File: src/include/adc_seq_defs.svh
// Offsets, field positions, reset values and timing for the converter sequencer
`ifndef ADC_SEQ_DEFS_SVH
`define ADC_SEQ_DEFS_SVH

// Register indices; the byte address is four times the index
`define IDX_RESULT_1       14'h1031
`define IDX_RESULT_2       14'h1032
`define IDX_RESULT_3       14'h1033
`define IDX_RESULT_4       14'h1034
`define IDX_SYS_OPTIONS    14'h1039
`define IDX_CONV_CONTROL   14'h1030
`define IDX_IRQ_STATUS     14'h1040
`define IDX_IRQ_MASK       14'h1041

// Converter control fields
`define CTL_DONE_BIT       7
`define CTL_SCAN_BIT       5
`define CTL_MULTI_CHANNEL_SELECT_BIT       4
`define CTL_CH_HI          3
`define CTL_CH_LO          0
`define CTL_GROUP_HI       3
`define CTL_GROUP_LO       2

// System options fields and reset value
`define OPT_POWER_BIT      7
`define OPT_CLKSEL_BIT     6
`define OPT_RESET          8'h10

// Interrupt status bit for a finished sequence
`define IRQ_DONE_BIT       0

// Sequence timing, counted in bus clocks
`define SAMPLE_CYCLES      12
`define SCAN_PERIOD_NS     64000
`define REF_BUS_KHZ        2000
`define CONV_PER_SEQ       4
`define CONV_CYCLES        (`SCAN_PERIOD_NS * `REF_BUS_KHZ / 1000000 / `CONV_PER_SEQ)

`endif

File: src/include/adc_seq_pkg.sv
// Types shared by the converter sequencer
package adc_seq_pkg;

    // Sequencer phases
    typedef enum logic [1:0] {
        ST_IDLE,
        ST_SAMPLE,
        ST_CONVERT
    } seq_state_t;

    // Request towards the analog front end
    typedef struct packed {
        logic       sample_enable;
        logic       convert_active;
        logic       rc_clock_select;
        logic       power_up;
        logic [3:0] channel;
    } analog_req_t;

    // Finished conversion waiting for a bus-idle cycle
    typedef struct packed {
        logic       valid;
        logic       last;
        logic [1:0] slot;
        logic [7:0] data;
    } pending_result_t;

endpackage : adc_seq_pkg

File: src/core/adc_sequence_control.sv
// Converter sequencer with Wishbone register slave and done interrupt
// Functional notes
// RULE1: Control register governs all converter operation
// RULE2: Four readable 8-bit result registers
// RULE3: Results update only while no read happens
// RULE4: Clock-select bit picks bus or RC clock
// RULE5: Software picks RC clock below 750 kHz
// RULE6: Sequences of four, single or continuous
// RULE7: Done flag set after fourth conversion
// RULE8: Sequence timing counted on bus clock
// RULE9: Scan clear: four conversions then stop
// RULE10: Scan set: convert forever, update results
// RULE11: Single channel: four conversions of one
// RULE12: Multi channel: four channels, one each
// RULE13: Multi: upper two bits pick group
// RULE14: Low code bits map to result slot
// RULE15: Codes for references; others reserved
// RULE16: Input connected only during 12-cycle sample
// RULE17: Scan period fixes cycles per conversion
// RULE18: Control write aborts, clears flag, restarts
// RULE19: Reserved codes run, results undefined
`timescale 1ns/10ps
`default_nettype none
`include "adc_seq_defs.svh"

module adc_sequence_control #(
    parameter int SAMPLE_CYCLES = `SAMPLE_CYCLES,
    parameter int CONV_CYCLES   = `CONV_CYCLES
) (
    input  wire logic                       ref_clk,
    input  wire logic                       reset,
    input  wire logic                       cyc_i,
    input  wire logic                       stb_i,
    input  wire logic                       we_i,
    input  wire logic [15:0]                adr_i,
    input  wire logic [3:0]                 sel_i,
    input  wire logic [31:0]                dat_i,
    output logic      [31:0]                dat_o,
    output logic                            ack_o,
    input  wire logic [7:0]                 conv_data_i,
    output var  adc_seq_pkg::analog_req_t   analog_o,
    output logic                            irq_o
);

    localparam logic [4:0] SAMPLE_LAST = 5'(SAMPLE_CYCLES - 1);
    localparam logic [4:0] CONV_LAST   = 5'(CONV_CYCLES - 1);

    adc_seq_pkg::seq_state_t      state_q;
    adc_seq_pkg::pending_result_t pend_q;
    logic [4:0]  cycle_q;
    logic [1:0]  slot_q;
    logic        done_flag_q;
    logic        scan_q;
    logic        multi_channel_select_q;
    logic [3:0]  chan_q;
    logic [7:0]  options_q;
    logic        irq_stat_q;
    logic        irq_mask_q;
    logic        ack_q;
    logic [31:0] rdata_q;
    logic [7:0]  data_s1_q;
    logic [7:0]  data_s2_q;
    logic [7:0]  result_q [4];
    logic [13:0] reg_idx;
    logic        bus_req;
    logic        bus_wr;
    logic        ctl_wr;
    logic        opt_wr;
    logic        stat_wr;
    logic        mask_wr;
    logic        conv_end;
    logic        commit;
    logic        seq_done;
    logic [7:0]  rd_byte;
    logic [3:0]  cur_chan;

    // Bus decode; writes take effect on the edge that sees ack
    assign reg_idx = adr_i[15:2];
    assign bus_req = cyc_i & stb_i;
    assign bus_wr  = bus_req & we_i & ack_q & sel_i[0];
    // RULE1: control reached by write
    assign ctl_wr  = bus_wr & (reg_idx == `IDX_CONV_CONTROL);
    assign opt_wr  = bus_wr & (reg_idx == `IDX_SYS_OPTIONS);
    assign stat_wr = bus_wr & (reg_idx == `IDX_IRQ_STATUS);
    assign mask_wr = bus_wr & (reg_idx == `IDX_IRQ_MASK);

    // Acknowledge one cycle after the request, drop the cycle after
    always_ff @(posedge ref_clk or posedge reset)
    begin
        if (reset)
            ack_q <= 1'b0;
        else
            ack_q <= bus_req & ~ack_q;
    end

    // Read mux; unmapped indices read as zero
    always_comb
    begin
        rd_byte = 8'h00;
        unique case (reg_idx)
            `IDX_RESULT_1:     rd_byte = result_q[0];
            `IDX_RESULT_2:     rd_byte = result_q[1];
            `IDX_RESULT_3:     rd_byte = result_q[2];
            `IDX_RESULT_4:     rd_byte = result_q[3];
            `IDX_SYS_OPTIONS:  rd_byte = options_q;
            `IDX_CONV_CONTROL: rd_byte = {done_flag_q, 1'b0, scan_q, multi_channel_select_q, chan_q};
            `IDX_IRQ_STATUS:   rd_byte = {7'h00, irq_stat_q};
            `IDX_IRQ_MASK:     rd_byte = {7'h00, irq_mask_q};
            default:           rd_byte = 8'h00;
        endcase
    end

    // Read data captured as ack rises and held while it stands
    always_ff @(posedge ref_clk or posedge reset)
    begin
        if (reset)
            rdata_q <= 32'h0000_0000;
        else if (bus_req & ~ack_q)
            rdata_q <= {24'h00_0000, rd_byte};
    end

    assign dat_o = rdata_q;
    assign ack_o = ack_q;

    // RULE1: control fields stored on write
    always_ff @(posedge ref_clk or posedge reset)
    begin
        if (reset)
        begin
            scan_q <= 1'b0;
            multi_channel_select_q <= 1'b0;
            chan_q <= 4'h0;
        end
        else if (ctl_wr)
        begin
            scan_q <= dat_i[`CTL_SCAN_BIT];
            multi_channel_select_q <= dat_i[`CTL_MULTI_CHANNEL_SELECT_BIT];
            chan_q <= dat_i[`CTL_CH_HI:`CTL_CH_LO];
        end
    end

    // RULE4: options hold the clock select
    always_ff @(posedge ref_clk or posedge reset)
    begin
        if (reset)
            options_q <= `OPT_RESET;
        else if (opt_wr)
            options_q <= dat_i[7:0];
    end

    // Two-flop capture of the front end result; held stable at conversion end
    always_ff @(posedge ref_clk or posedge reset)
    begin
        if (reset)
        begin
            data_s1_q <= 8'h00;
            data_s2_q <= 8'h00;
        end
        else
        begin
            data_s1_q <= conv_data_i;
            data_s2_q <= data_s1_q;
        end
    end

    assign conv_end = (state_q == adc_seq_pkg::ST_CONVERT) & (cycle_q == CONV_LAST);

    // RULE8: phases counted in bus clocks
    // RULE6: four conversions per pass
    // RULE18: write aborts and restarts
    always_ff @(posedge ref_clk or posedge reset)
    begin
        if (reset)
        begin
            state_q <= adc_seq_pkg::ST_IDLE;
            cycle_q <= 5'h00;
            slot_q  <= 2'h0;
        end
        else if (ctl_wr)
        begin
            state_q <= adc_seq_pkg::ST_SAMPLE;
            cycle_q <= 5'h00;
            slot_q  <= 2'h0;
        end
        else
        begin
            unique case (state_q)
                adc_seq_pkg::ST_IDLE:
                begin
                    cycle_q <= 5'h00;
                end
                // RULE16: sample window length
                adc_seq_pkg::ST_SAMPLE:
                begin
                    cycle_q <= cycle_q + 5'h01;
                    if (cycle_q == SAMPLE_LAST)
                        state_q <= adc_seq_pkg::ST_CONVERT;
                end
                // RULE17: fixed cycles per conversion
                adc_seq_pkg::ST_CONVERT:
                begin
                    cycle_q <= cycle_q + 5'h01;
                    if (conv_end)
                    begin
                        cycle_q <= 5'h00;
                        slot_q  <= slot_q + 2'h1;
                        // RULE9: stop after one pass
                        // RULE10: rerun when scanning
                        if (slot_q == 2'h3 && !scan_q)
                            state_q <= adc_seq_pkg::ST_IDLE;
                        else
                            state_q <= adc_seq_pkg::ST_SAMPLE;
                    end
                end
            endcase
        end
    end

    // RULE11: single channel repeats code
    // RULE13: group from upper bits
    // RULE12: slot picks the channel
    // RULE15: reference codes pass through
    // RULE19: reserved codes run anyway
    assign cur_chan = multi_channel_select_q ? {chan_q[`CTL_GROUP_HI:`CTL_GROUP_LO], slot_q} : chan_q;

    // Front end request; switch closed only while sampling
    always_comb
    begin
        analog_o.sample_enable   = (state_q == adc_seq_pkg::ST_SAMPLE);
        analog_o.convert_active  = (state_q == adc_seq_pkg::ST_CONVERT);
        analog_o.rc_clock_select = options_q[`OPT_CLKSEL_BIT];
        analog_o.power_up        = options_q[`OPT_POWER_BIT];
        analog_o.channel         = cur_chan;
    end

    // RULE3: park result until bus idle
    assign commit = pend_q.valid & ~bus_req;
    assign seq_done = commit & pend_q.last;

    // Pending result; a write to control drops a half-done sequence
    always_ff @(posedge ref_clk or posedge reset)
    begin
        if (reset)
            pend_q <= '0;
        else if (ctl_wr)
            pend_q <= '0;
        else if (conv_end)
        begin
            pend_q.valid <= 1'b1;
            pend_q.last  <= (slot_q == 2'h3);
            pend_q.slot  <= slot_q;
            pend_q.data  <= data_s2_q;
        end
        else if (commit)
            pend_q.valid <= 1'b0;
    end

    // RULE2: four result registers
    // RULE14: slot selects the register
    for (genvar g = 0; g < 4; g++)
    begin : g_result
        always_ff @(posedge ref_clk or posedge reset)
        begin
            if (reset)
                result_q[g] <= 8'h00;
            else if (commit && pend_q.slot == 2'(g))
                result_q[g] <= pend_q.data;
        end
    end

    // RULE7: flag once fourth result lands
    // RULE18: control write clears the flag
    always_ff @(posedge ref_clk or posedge reset)
    begin
        if (reset)
            done_flag_q <= 1'b0;
        else if (ctl_wr)
            done_flag_q <= 1'b0;
        else if (seq_done)
            done_flag_q <= 1'b1;
    end

    // Sticky interrupt status; a new event beats a write-one clear
    always_ff @(posedge ref_clk or posedge reset)
    begin
        if (reset)
            irq_stat_q <= 1'b0;
        else if (seq_done)
            irq_stat_q <= 1'b1;
        else if (stat_wr && dat_i[`IRQ_DONE_BIT])
            irq_stat_q <= 1'b0;
    end

    // Interrupt mask
    always_ff @(posedge ref_clk or posedge reset)
    begin
        if (reset)
            irq_mask_q <= 1'b0;
        else if (mask_wr)
            irq_mask_q <= dat_i[`IRQ_DONE_BIT];
    end

    assign irq_o = irq_stat_q & irq_mask_q;

    // Helper counters for the checks below
    logic [4:0] samp_run_q;
    logic [5:0] conv_len_q;

    always_ff @(posedge ref_clk or posedge reset)
    begin
        if (reset)
            samp_run_q <= 5'h00;
        else if (analog_o.sample_enable && !ctl_wr)
            samp_run_q <= samp_run_q + 5'h01;
        else
            samp_run_q <= 5'h00;
    end

    always_ff @(posedge ref_clk or posedge reset)
    begin
        if (reset)
            conv_len_q <= 6'h00;
        else if (ctl_wr || conv_end || state_q == adc_seq_pkg::ST_IDLE)
            conv_len_q <= 6'h00;
        else
            conv_len_q <= conv_len_q + 6'h01;
    end

    property p_ack_answer;
        @(posedge ref_clk) disable iff (reset)
        bus_req && !ack_q |=> ack_q ##1 !ack_q;
    endproperty
    a_ack_answer: assert property (p_ack_answer) // RULE1
        else $error("ack did not follow the request by one cycle");

    property p_commit_idle;
        @(posedge ref_clk) disable iff (reset)
        bus_req |=> $stable(result_q[0]) && $stable(result_q[1]) && $stable(result_q[2]) &&
            $stable(result_q[3]);
    endproperty
    a_commit_idle: assert property (p_commit_idle) // RULE3
        else $error("result register changed during a bus access");

    property p_clock_select;
        @(posedge ref_clk) disable iff (reset)
        opt_wr |=> analog_o.rc_clock_select == $past(dat_i[`OPT_CLKSEL_BIT]);
    endproperty
    a_clock_select: assert property (p_clock_select) // RULE4
        else $error("clock select did not follow the options write");

    property p_flag_after_four;
        @(posedge ref_clk) disable iff (reset)
        $rose(done_flag_q) |-> $past(pend_q.last) && $past(pend_q.slot) == 2'h3;
    endproperty
    a_flag_after_four: assert property (p_flag_after_four) // RULE7
        else $error("done flag rose without the fourth result");

    property p_single_stops;
        @(posedge ref_clk) disable iff (reset)
        conv_end && slot_q == 2'h3 && !scan_q && !ctl_wr |=> state_q == adc_seq_pkg::ST_IDLE;
    endproperty
    a_single_stops: assert property (p_single_stops) // RULE9
        else $error("single pass did not stop after four conversions");

    property p_scan_restarts;
        @(posedge ref_clk) disable iff (reset)
        conv_end && scan_q |=> analog_o.sample_enable && cycle_q == 5'h00;
    endproperty
    a_scan_restarts: assert property (p_scan_restarts) // RULE10
        else $error("scan mode did not start the next conversion");

    property p_single_channel;
        @(posedge ref_clk) disable iff (reset)
        analog_o.sample_enable && !multi_channel_select_q |-> analog_o.channel == chan_q;
    endproperty
    a_single_channel: assert property (p_single_channel) // RULE11
        else $error("single channel mode drove the wrong channel");

    property p_multi_channel;
        @(posedge ref_clk) disable iff (reset)
        analog_o.sample_enable && multi_channel_select_q |-> analog_o.channel == {chan_q[3:2], slot_q};
    endproperty
    a_multi_channel: assert property (p_multi_channel) // RULE13
        else $error("multi channel mode drove the wrong channel");

    property p_sample_len;
        @(posedge ref_clk) disable iff (reset)
        $fell(analog_o.sample_enable) && !$past(ctl_wr) |->
            samp_run_q == 5'(SAMPLE_CYCLES);
    endproperty
    a_sample_len: assert property (p_sample_len) // RULE16
        else $error("sample window was not twelve cycles");

    property p_conv_len;
        @(posedge ref_clk) disable iff (reset)
        conv_end && !ctl_wr |-> conv_len_q == 6'(CONV_CYCLES - 1);
    endproperty
    a_conv_len: assert property (p_conv_len) // RULE17
        else $error("conversion length differs from the scan period");

    property p_write_restart;
        @(posedge ref_clk) disable iff (reset)
        ctl_wr |=> !done_flag_q && state_q == adc_seq_pkg::ST_SAMPLE && slot_q == 2'h0;
    endproperty
    a_write_restart: assert property (p_write_restart) // RULE18
        else $error("control write did not restart the sequence");

endmodule : adc_sequence_control
`default_nettype wire

File: config.mk
export PLATFORM = sky130hd
export DESIGN_NAME = adc_sequence_control
export DESIGN_NICKNAME = d
export VERILOG_FILES = /design/src/include/adc_seq_pkg.sv /design/src/core/adc_sequence_control.sv
export VERILOG_INCLUDE_DIRS = /design/src /design/src/include
export SDC_FILE = /design/constraint.sdc
export NUM_CORES = 1
export LEC_CHECK = 0
export ABC_AREA = 1
export BUFFER_PORTS_ARGS = -buffer_cell sky130_fd_sc_hd__buf_2
export CORE_MARGIN = 2
export CORE_UTILIZATION = 37
export DETAILED_ROUTE_END_ITERATION = 10
export PLACE_DENSITY = 0.66
export SETUP_SLACK_MARGIN = 0.1
export SLEW_MARGIN = 40
export SYNTH_ARGS = -nofsm -noshare
export SYNTH_HDL_FRONTEND = slang
export SYNTH_SLANG_ARGS = --single-unit
File: constraint.sdc
create_clock -name ref_clk -period 2.5 [get_ports ref_clk]
set_input_delay 0.125 -clock ref_clk [delete_from_list [all_inputs] [get_ports ref_clk]]
set_output_delay 0.125 -clock ref_clk [all_outputs]
set_load 0.05 [all_outputs]
### Word level (Yosys, flattened, before mapping)

Index checks and enable logic that the tools add are counted.

| operators by class | value |
|---|---|
| add/subtract/negate cells | 2 |
| eq/ne operators | 18 |
| muxes and demuxes | 21 |
| bitwise operators | 15 |
| reductions and logical operators | 17 |

Operator list:

| cell | count |
|---|---|
| $eq 14x13->1 const B | 8 |
| $pmux 8 s8 | 1 |
| $pmux 5 s3 | 1 |
| $mux 2 | 7 |
| $and 1x1->1 | 13 |
| $mux 12 | 1 |
| $mux 11 | 1 |
| $mux 5 | 2 |
| $eq 2x2->1 const B | 4 |
| $reduce_bool 2->1 | 4 |
| $mux 1 | 7 |
| $logic_and 1x1->1 | 6 |
| $ne 3x1->1 const B | 2 |
| $reduce_bool 3->1 | 2 |
| $add 5x1->5 const B | 1 |
| $eq 5x4->1 const B | 1 |
| $eq 5x5->1 const B | 1 |
| $eq 2x1->1 const B | 2 |
| $logic_not 2->1 | 2 |
| $pmux 2 s2 | 1 |
| $reduce_and 3->1 | 1 |
| $add 2x1->2 const B | 1 |
| $not 1->1 | 2 |
| $reduce_and 2->1 | 1 |
| $logic_not 1->1 | 1 |

| word-level totals | value |
|---|---|
| register bits after elaboration | 95 |
| bits of input ports | 65 |
| output and inout bits | 42 |
| logic and storage cells | 95 |

### Logic depth before layout (Yosys ltp)

| logic depth | value |
|---|---|
| word-level depth | 8 |
| gate-level depth with buffers | 11 |
| gate-level depth less buffers | 11 |

### Worst setup path before layout

OpenSTA, ideal clock, no wires.

| path | value |
|---|---|
| path type | reg-to-reg |
| start | register state_q[0] |
| end | register state_q[1] |
| setup time | 0.076 ns |
| data arrival time | 1.685 ns |
| required time | 2.424 ns |
| setup slack | 0.739 ns |
| stages on the path, launching flop included | 9 |
| path buffers | 0 |
| clock period less this slack | 1.761 ns |
| cell sequence | dfrtp_1 > inv_1 > ha_1 > nand2_1 > nand2_1 > nand2_1 > o21ai_4 > nand3_1 > o21ai_1 |

RTL lines:

| what | RTL line | source |
|---|---|---|
| start, declared | adc_sequence_control.sv:48 | `adc_seq_pkg::seq_state_t state_q;` |
| start signal, assigned | adc_sequence_control.sv:175 | `state_q <= adc_seq_pkg::ST_IDLE;` |
| start signal, assigned | adc_sequence_control.sv:181 | `state_q <= adc_seq_pkg::ST_SAMPLE;` |
| start signal, assigned | adc_sequence_control.sv:197 | `state_q <= adc_seq_pkg::ST_CONVERT;` |

### Final worst setup path

| path | value |
|---|---|
| start | register cycle_q[0] |
| end | register cycle_q[0] |

| on the way | value |
|---|---|
| cells in the longest elaborated chain, start to end | 5 |
| elaborated cells between the ends (all ways) | 6 |
| classes of those cells | 1 x add/sub; 1 x eq/ne; 3 x mux; 1 x bitwise |

Ends and longest elaborated chain:

| what | RTL line | source |
|---|---|---|
| start, declared | adc_sequence_control.sv:50 | `logic [4:0] cycle_q;` |
| start signal, assigned | adc_sequence_control.sv:195 | `cycle_q <= cycle_q + 5'h01;` |
| start signal, assigned | adc_sequence_control.sv:202 | `cycle_q <= cycle_q + 5'h01;` |
| branches (longest 3 deep; another with $add 5x1->5) | - |  |
| $pmux 5 s3 * | adc_sequence_control.sv:187 | `unique case (state_q)` |
| $mux 5 * | adc_sequence_control.sv:179 | `else if (ctl_wr)` |

Mark *: on every way between the ends.
A chain may end at the register's enable or synchronous reset.

==> metrics.yaml <==
antenna_found_initial: 0
crit_top_cell: "nand2_1"
ios: 107
grt_max_degree: 39
worstPathMaxFanout: 4
synthTopCellsByCount: "112 x nand2_1, 94 x dfrtp_1, 61 x nand3_1"
fillCellCount: 1171
synth_edf_count: 0
antenna_cells: 0
power_mw: 3.613
clk_pin_slew_ps: 70
crit_path_end_kind: "flop"
crit_chain: "ha_1 > nand2_1 > nor2_1 > ha_1 > nand2_1 > nand2_1 > a21oi_1 > nand2_1 > or2_2 > inv_1"
numCtsBuffers: 9
max-vdd-ir-drop_v: 0.0005202
power_density_mw_per_mm2: 699.5
drc: 0
die_w_microns: 114.0
dp_slack_ps: 630.6
maxCapViolCount: 0
cts_sinks: 95
worstPathRequired_ps: 2780
start_util: 0.3755
leakage_nw: 2.589
grt_pass1_wl_mm: 15.79
synth_area_leaders: "dfrtp_1 53%, nand2_1 9.4%, nand3_1 6.8%"
hold_viol_final: 0
ctsHtreeMaxLevel: 3
arrival_ps: 2140
syn_area_per_cell_sq_um: 8.686
row_count: 40
cts_hold_buf: 9
die_h_microns: 114.0
clk_path_buf_depth: 2
finalClockSkew_ps: 5.921
drtAntennaViolNets: 0
whs_ps: 20.64
outcome: "completed"
grt-ovfl-total: 0
critPathTopFamily: "simple AND/OR/NAND/NOR gates"
critPathSlowestCell: "dfrtp_1"
tns_ps: 0
grt_pass1_vias: 3313
ys_seq_elements: 95
port_buffers: 53
syn2layout_area_growth_pct: 15.47
worst_pin_slew_ps: 693.2
min_from: "dat_i[6]"
ys.flop_type: "dfrtp_1"
worst-setup-path-type: "flop to flop"
synthArstFlopShare: 1.000
yosys.cell_types.count: 30
rr_startpoint: "cycle_q[0]"
wl_per_cell_microns: 12.58
routed_wl_mm: 9.119
synth_area_sq_mm: 0.004473
seq_area_frac_synth: 0.5317
final_max_slew_viol_count: 0
dieArea_sq_mm: 0.01298
clkLatencyLatePin_ps: 340
first_pass_iters: 4
viasPerCell: 4.706
critPathMaxStageDelay_ps: 420
cts_resized: 0
fmax_ghz: 0.5378
yosysMostFrequentCell: "nand2_1"
grt.total_usage: 0.1519
drtIter0Drc: 216
rsz0062_at_grt: "false"
fin_crit_ps: 1859
worst_slack_ps: 640.6
vias: 3412
cp-start-kind: "flop"
slew_headroom: 0.5362
cts-root-buf: "clkbuf_16"
crit_buf_inv: 1
drive_gt1_frac: 0.1817
worstSetupStartpoint: "cycle_q[0]"
nets: 643
hpwl_mm: 6.436
synth_area_leader_cell: "dfrtp_1"
gp_congestion: 0.8047
yosysWarnings: 0
coreArea_sq_mm: 0.01191
cts_tree: "yes"
cts_setup_buffers: 0
syn_inst: 515
finalSetupViolCount: 0
synth_top_area_share: 0.5259
fin_crit_sh: 0.7438
hold_path.class: "primary input to flop"
[placed cells by master (no fill, tap or decap), types with 2 or more instances in the layout]
cell type / n
clkinvlp_4: 3
mux2_2: 2
dfrtp_1: 94
nand2_1: 112
ha_1: 5
conb_1: 24
nand2_2: 4
a21oi_1: 18
clkbuf_16: 9
buf_4: 3
a31oi_1: 2
inv_6: 2
nor2_2: 6
buf_2: 53
bufinv_16: 2
nor2_1: 45
nand4_1: 2
dlygate4sd3_1: 9
o21ai_0: 44
nor2_4: 4
nand3_1: 61
inv_2: 2
o21ai_2: 6
inv_1: 55
[layout make-up]
class / count / area [sq um] / share of cell area
repair buffers: 66 / 397.9 / 0.07704
inverters: 58 / 221.5 / 0.04288
clock inverters: 7 / 103.9 / 0.02011
flip-flops and latches: 95 / 2379 / 0.4605
well taps: 147 / 183.9 / 0.03561
clock buffers: 9 / 225.2 / 0.04360
multi-input cells: 343 / 1654 / 0.3203
[worst register-to-register path, cell delays in order, from the launching register on]
cell,delay [ps]
dfrtp_1,420
ha_1,250
nand2_1,90
nor2_1,50
ha_1,180
nand2_1,150
nand2_1,90
a21oi_1,130
nand2_1,100
or2_2,300
inv_1,50
[cell families after synthesis]
family / Yosys count / synth area share
AND/OR/NAND/NOR: 239 / 0.2400
buffers and inverters: 100 / 0.1178
flip-flops: 95 / 0.5318
AO/OA/AOI/OAI: 73 / 0.09063
adder cells (fa/ha/maj): 5 / 0.01399
multiplexers: 2 / 0.005035
other: 1 / 0.0008384
[per-layer routing]
metal  wire length (microns)  track usage  vias up
met5                       0            0        -
met4                      97      0.04228        0
met3                     534      0.02816       10
met2                    4218       0.2433      105
met1                    4269       0.2127     1586
li1                        -            -     1711
[per-stage QoR]
step	util	cell area, sq um	cells
detailed placement	0.3984	4746	700
global placement	0.3984	4746	700
CTS	0.4336	5165	725
floorplan	-	4563	538
finish	0.4336	5165	725
global route	0.4336	5165	725
[power breakdown]
part | switching, mW | total, mW | internal (mW)
clock network | 0.612 | 1.50 | 0.891
logic | 0.344 | 0.487 | 0.143
registers | 0.0311 | 1.62 | 1.59
total | 0.987 | 3.61 | 2.63
[path summary, 6_finish.rpt]
kind                           endpoint  slack, ps  depth (start not counted)
max                          cycle_q[0]        640                         10
min                        options_q[6]         20                          3
max reg2reg                  cycle_q[0]        640                         10
min reg2reg                data_s2_q[2]        350                          0
max in group asynchronous     pend_q[6]       1200                          4
min in group asynchronous  data_s1_q[7]        420                          3
[registers in the layout, indices dropped and copies added (netlist names)]
signal / flops
ack_o: 1
chan_q: 4
cycle_q: 5
dat_o: 8
data_s1_q: 8
data_s2_q: 8
done_flag_q: 1
irq_mask_q: 1
irq_stat_q: 1
multi_channel_select_q: 1
options_q: 8
pend_q: 12
result_q: 32
scan_q: 1
slot_q: 2
state_q: 2
Power figures use the tool's default switching activity.
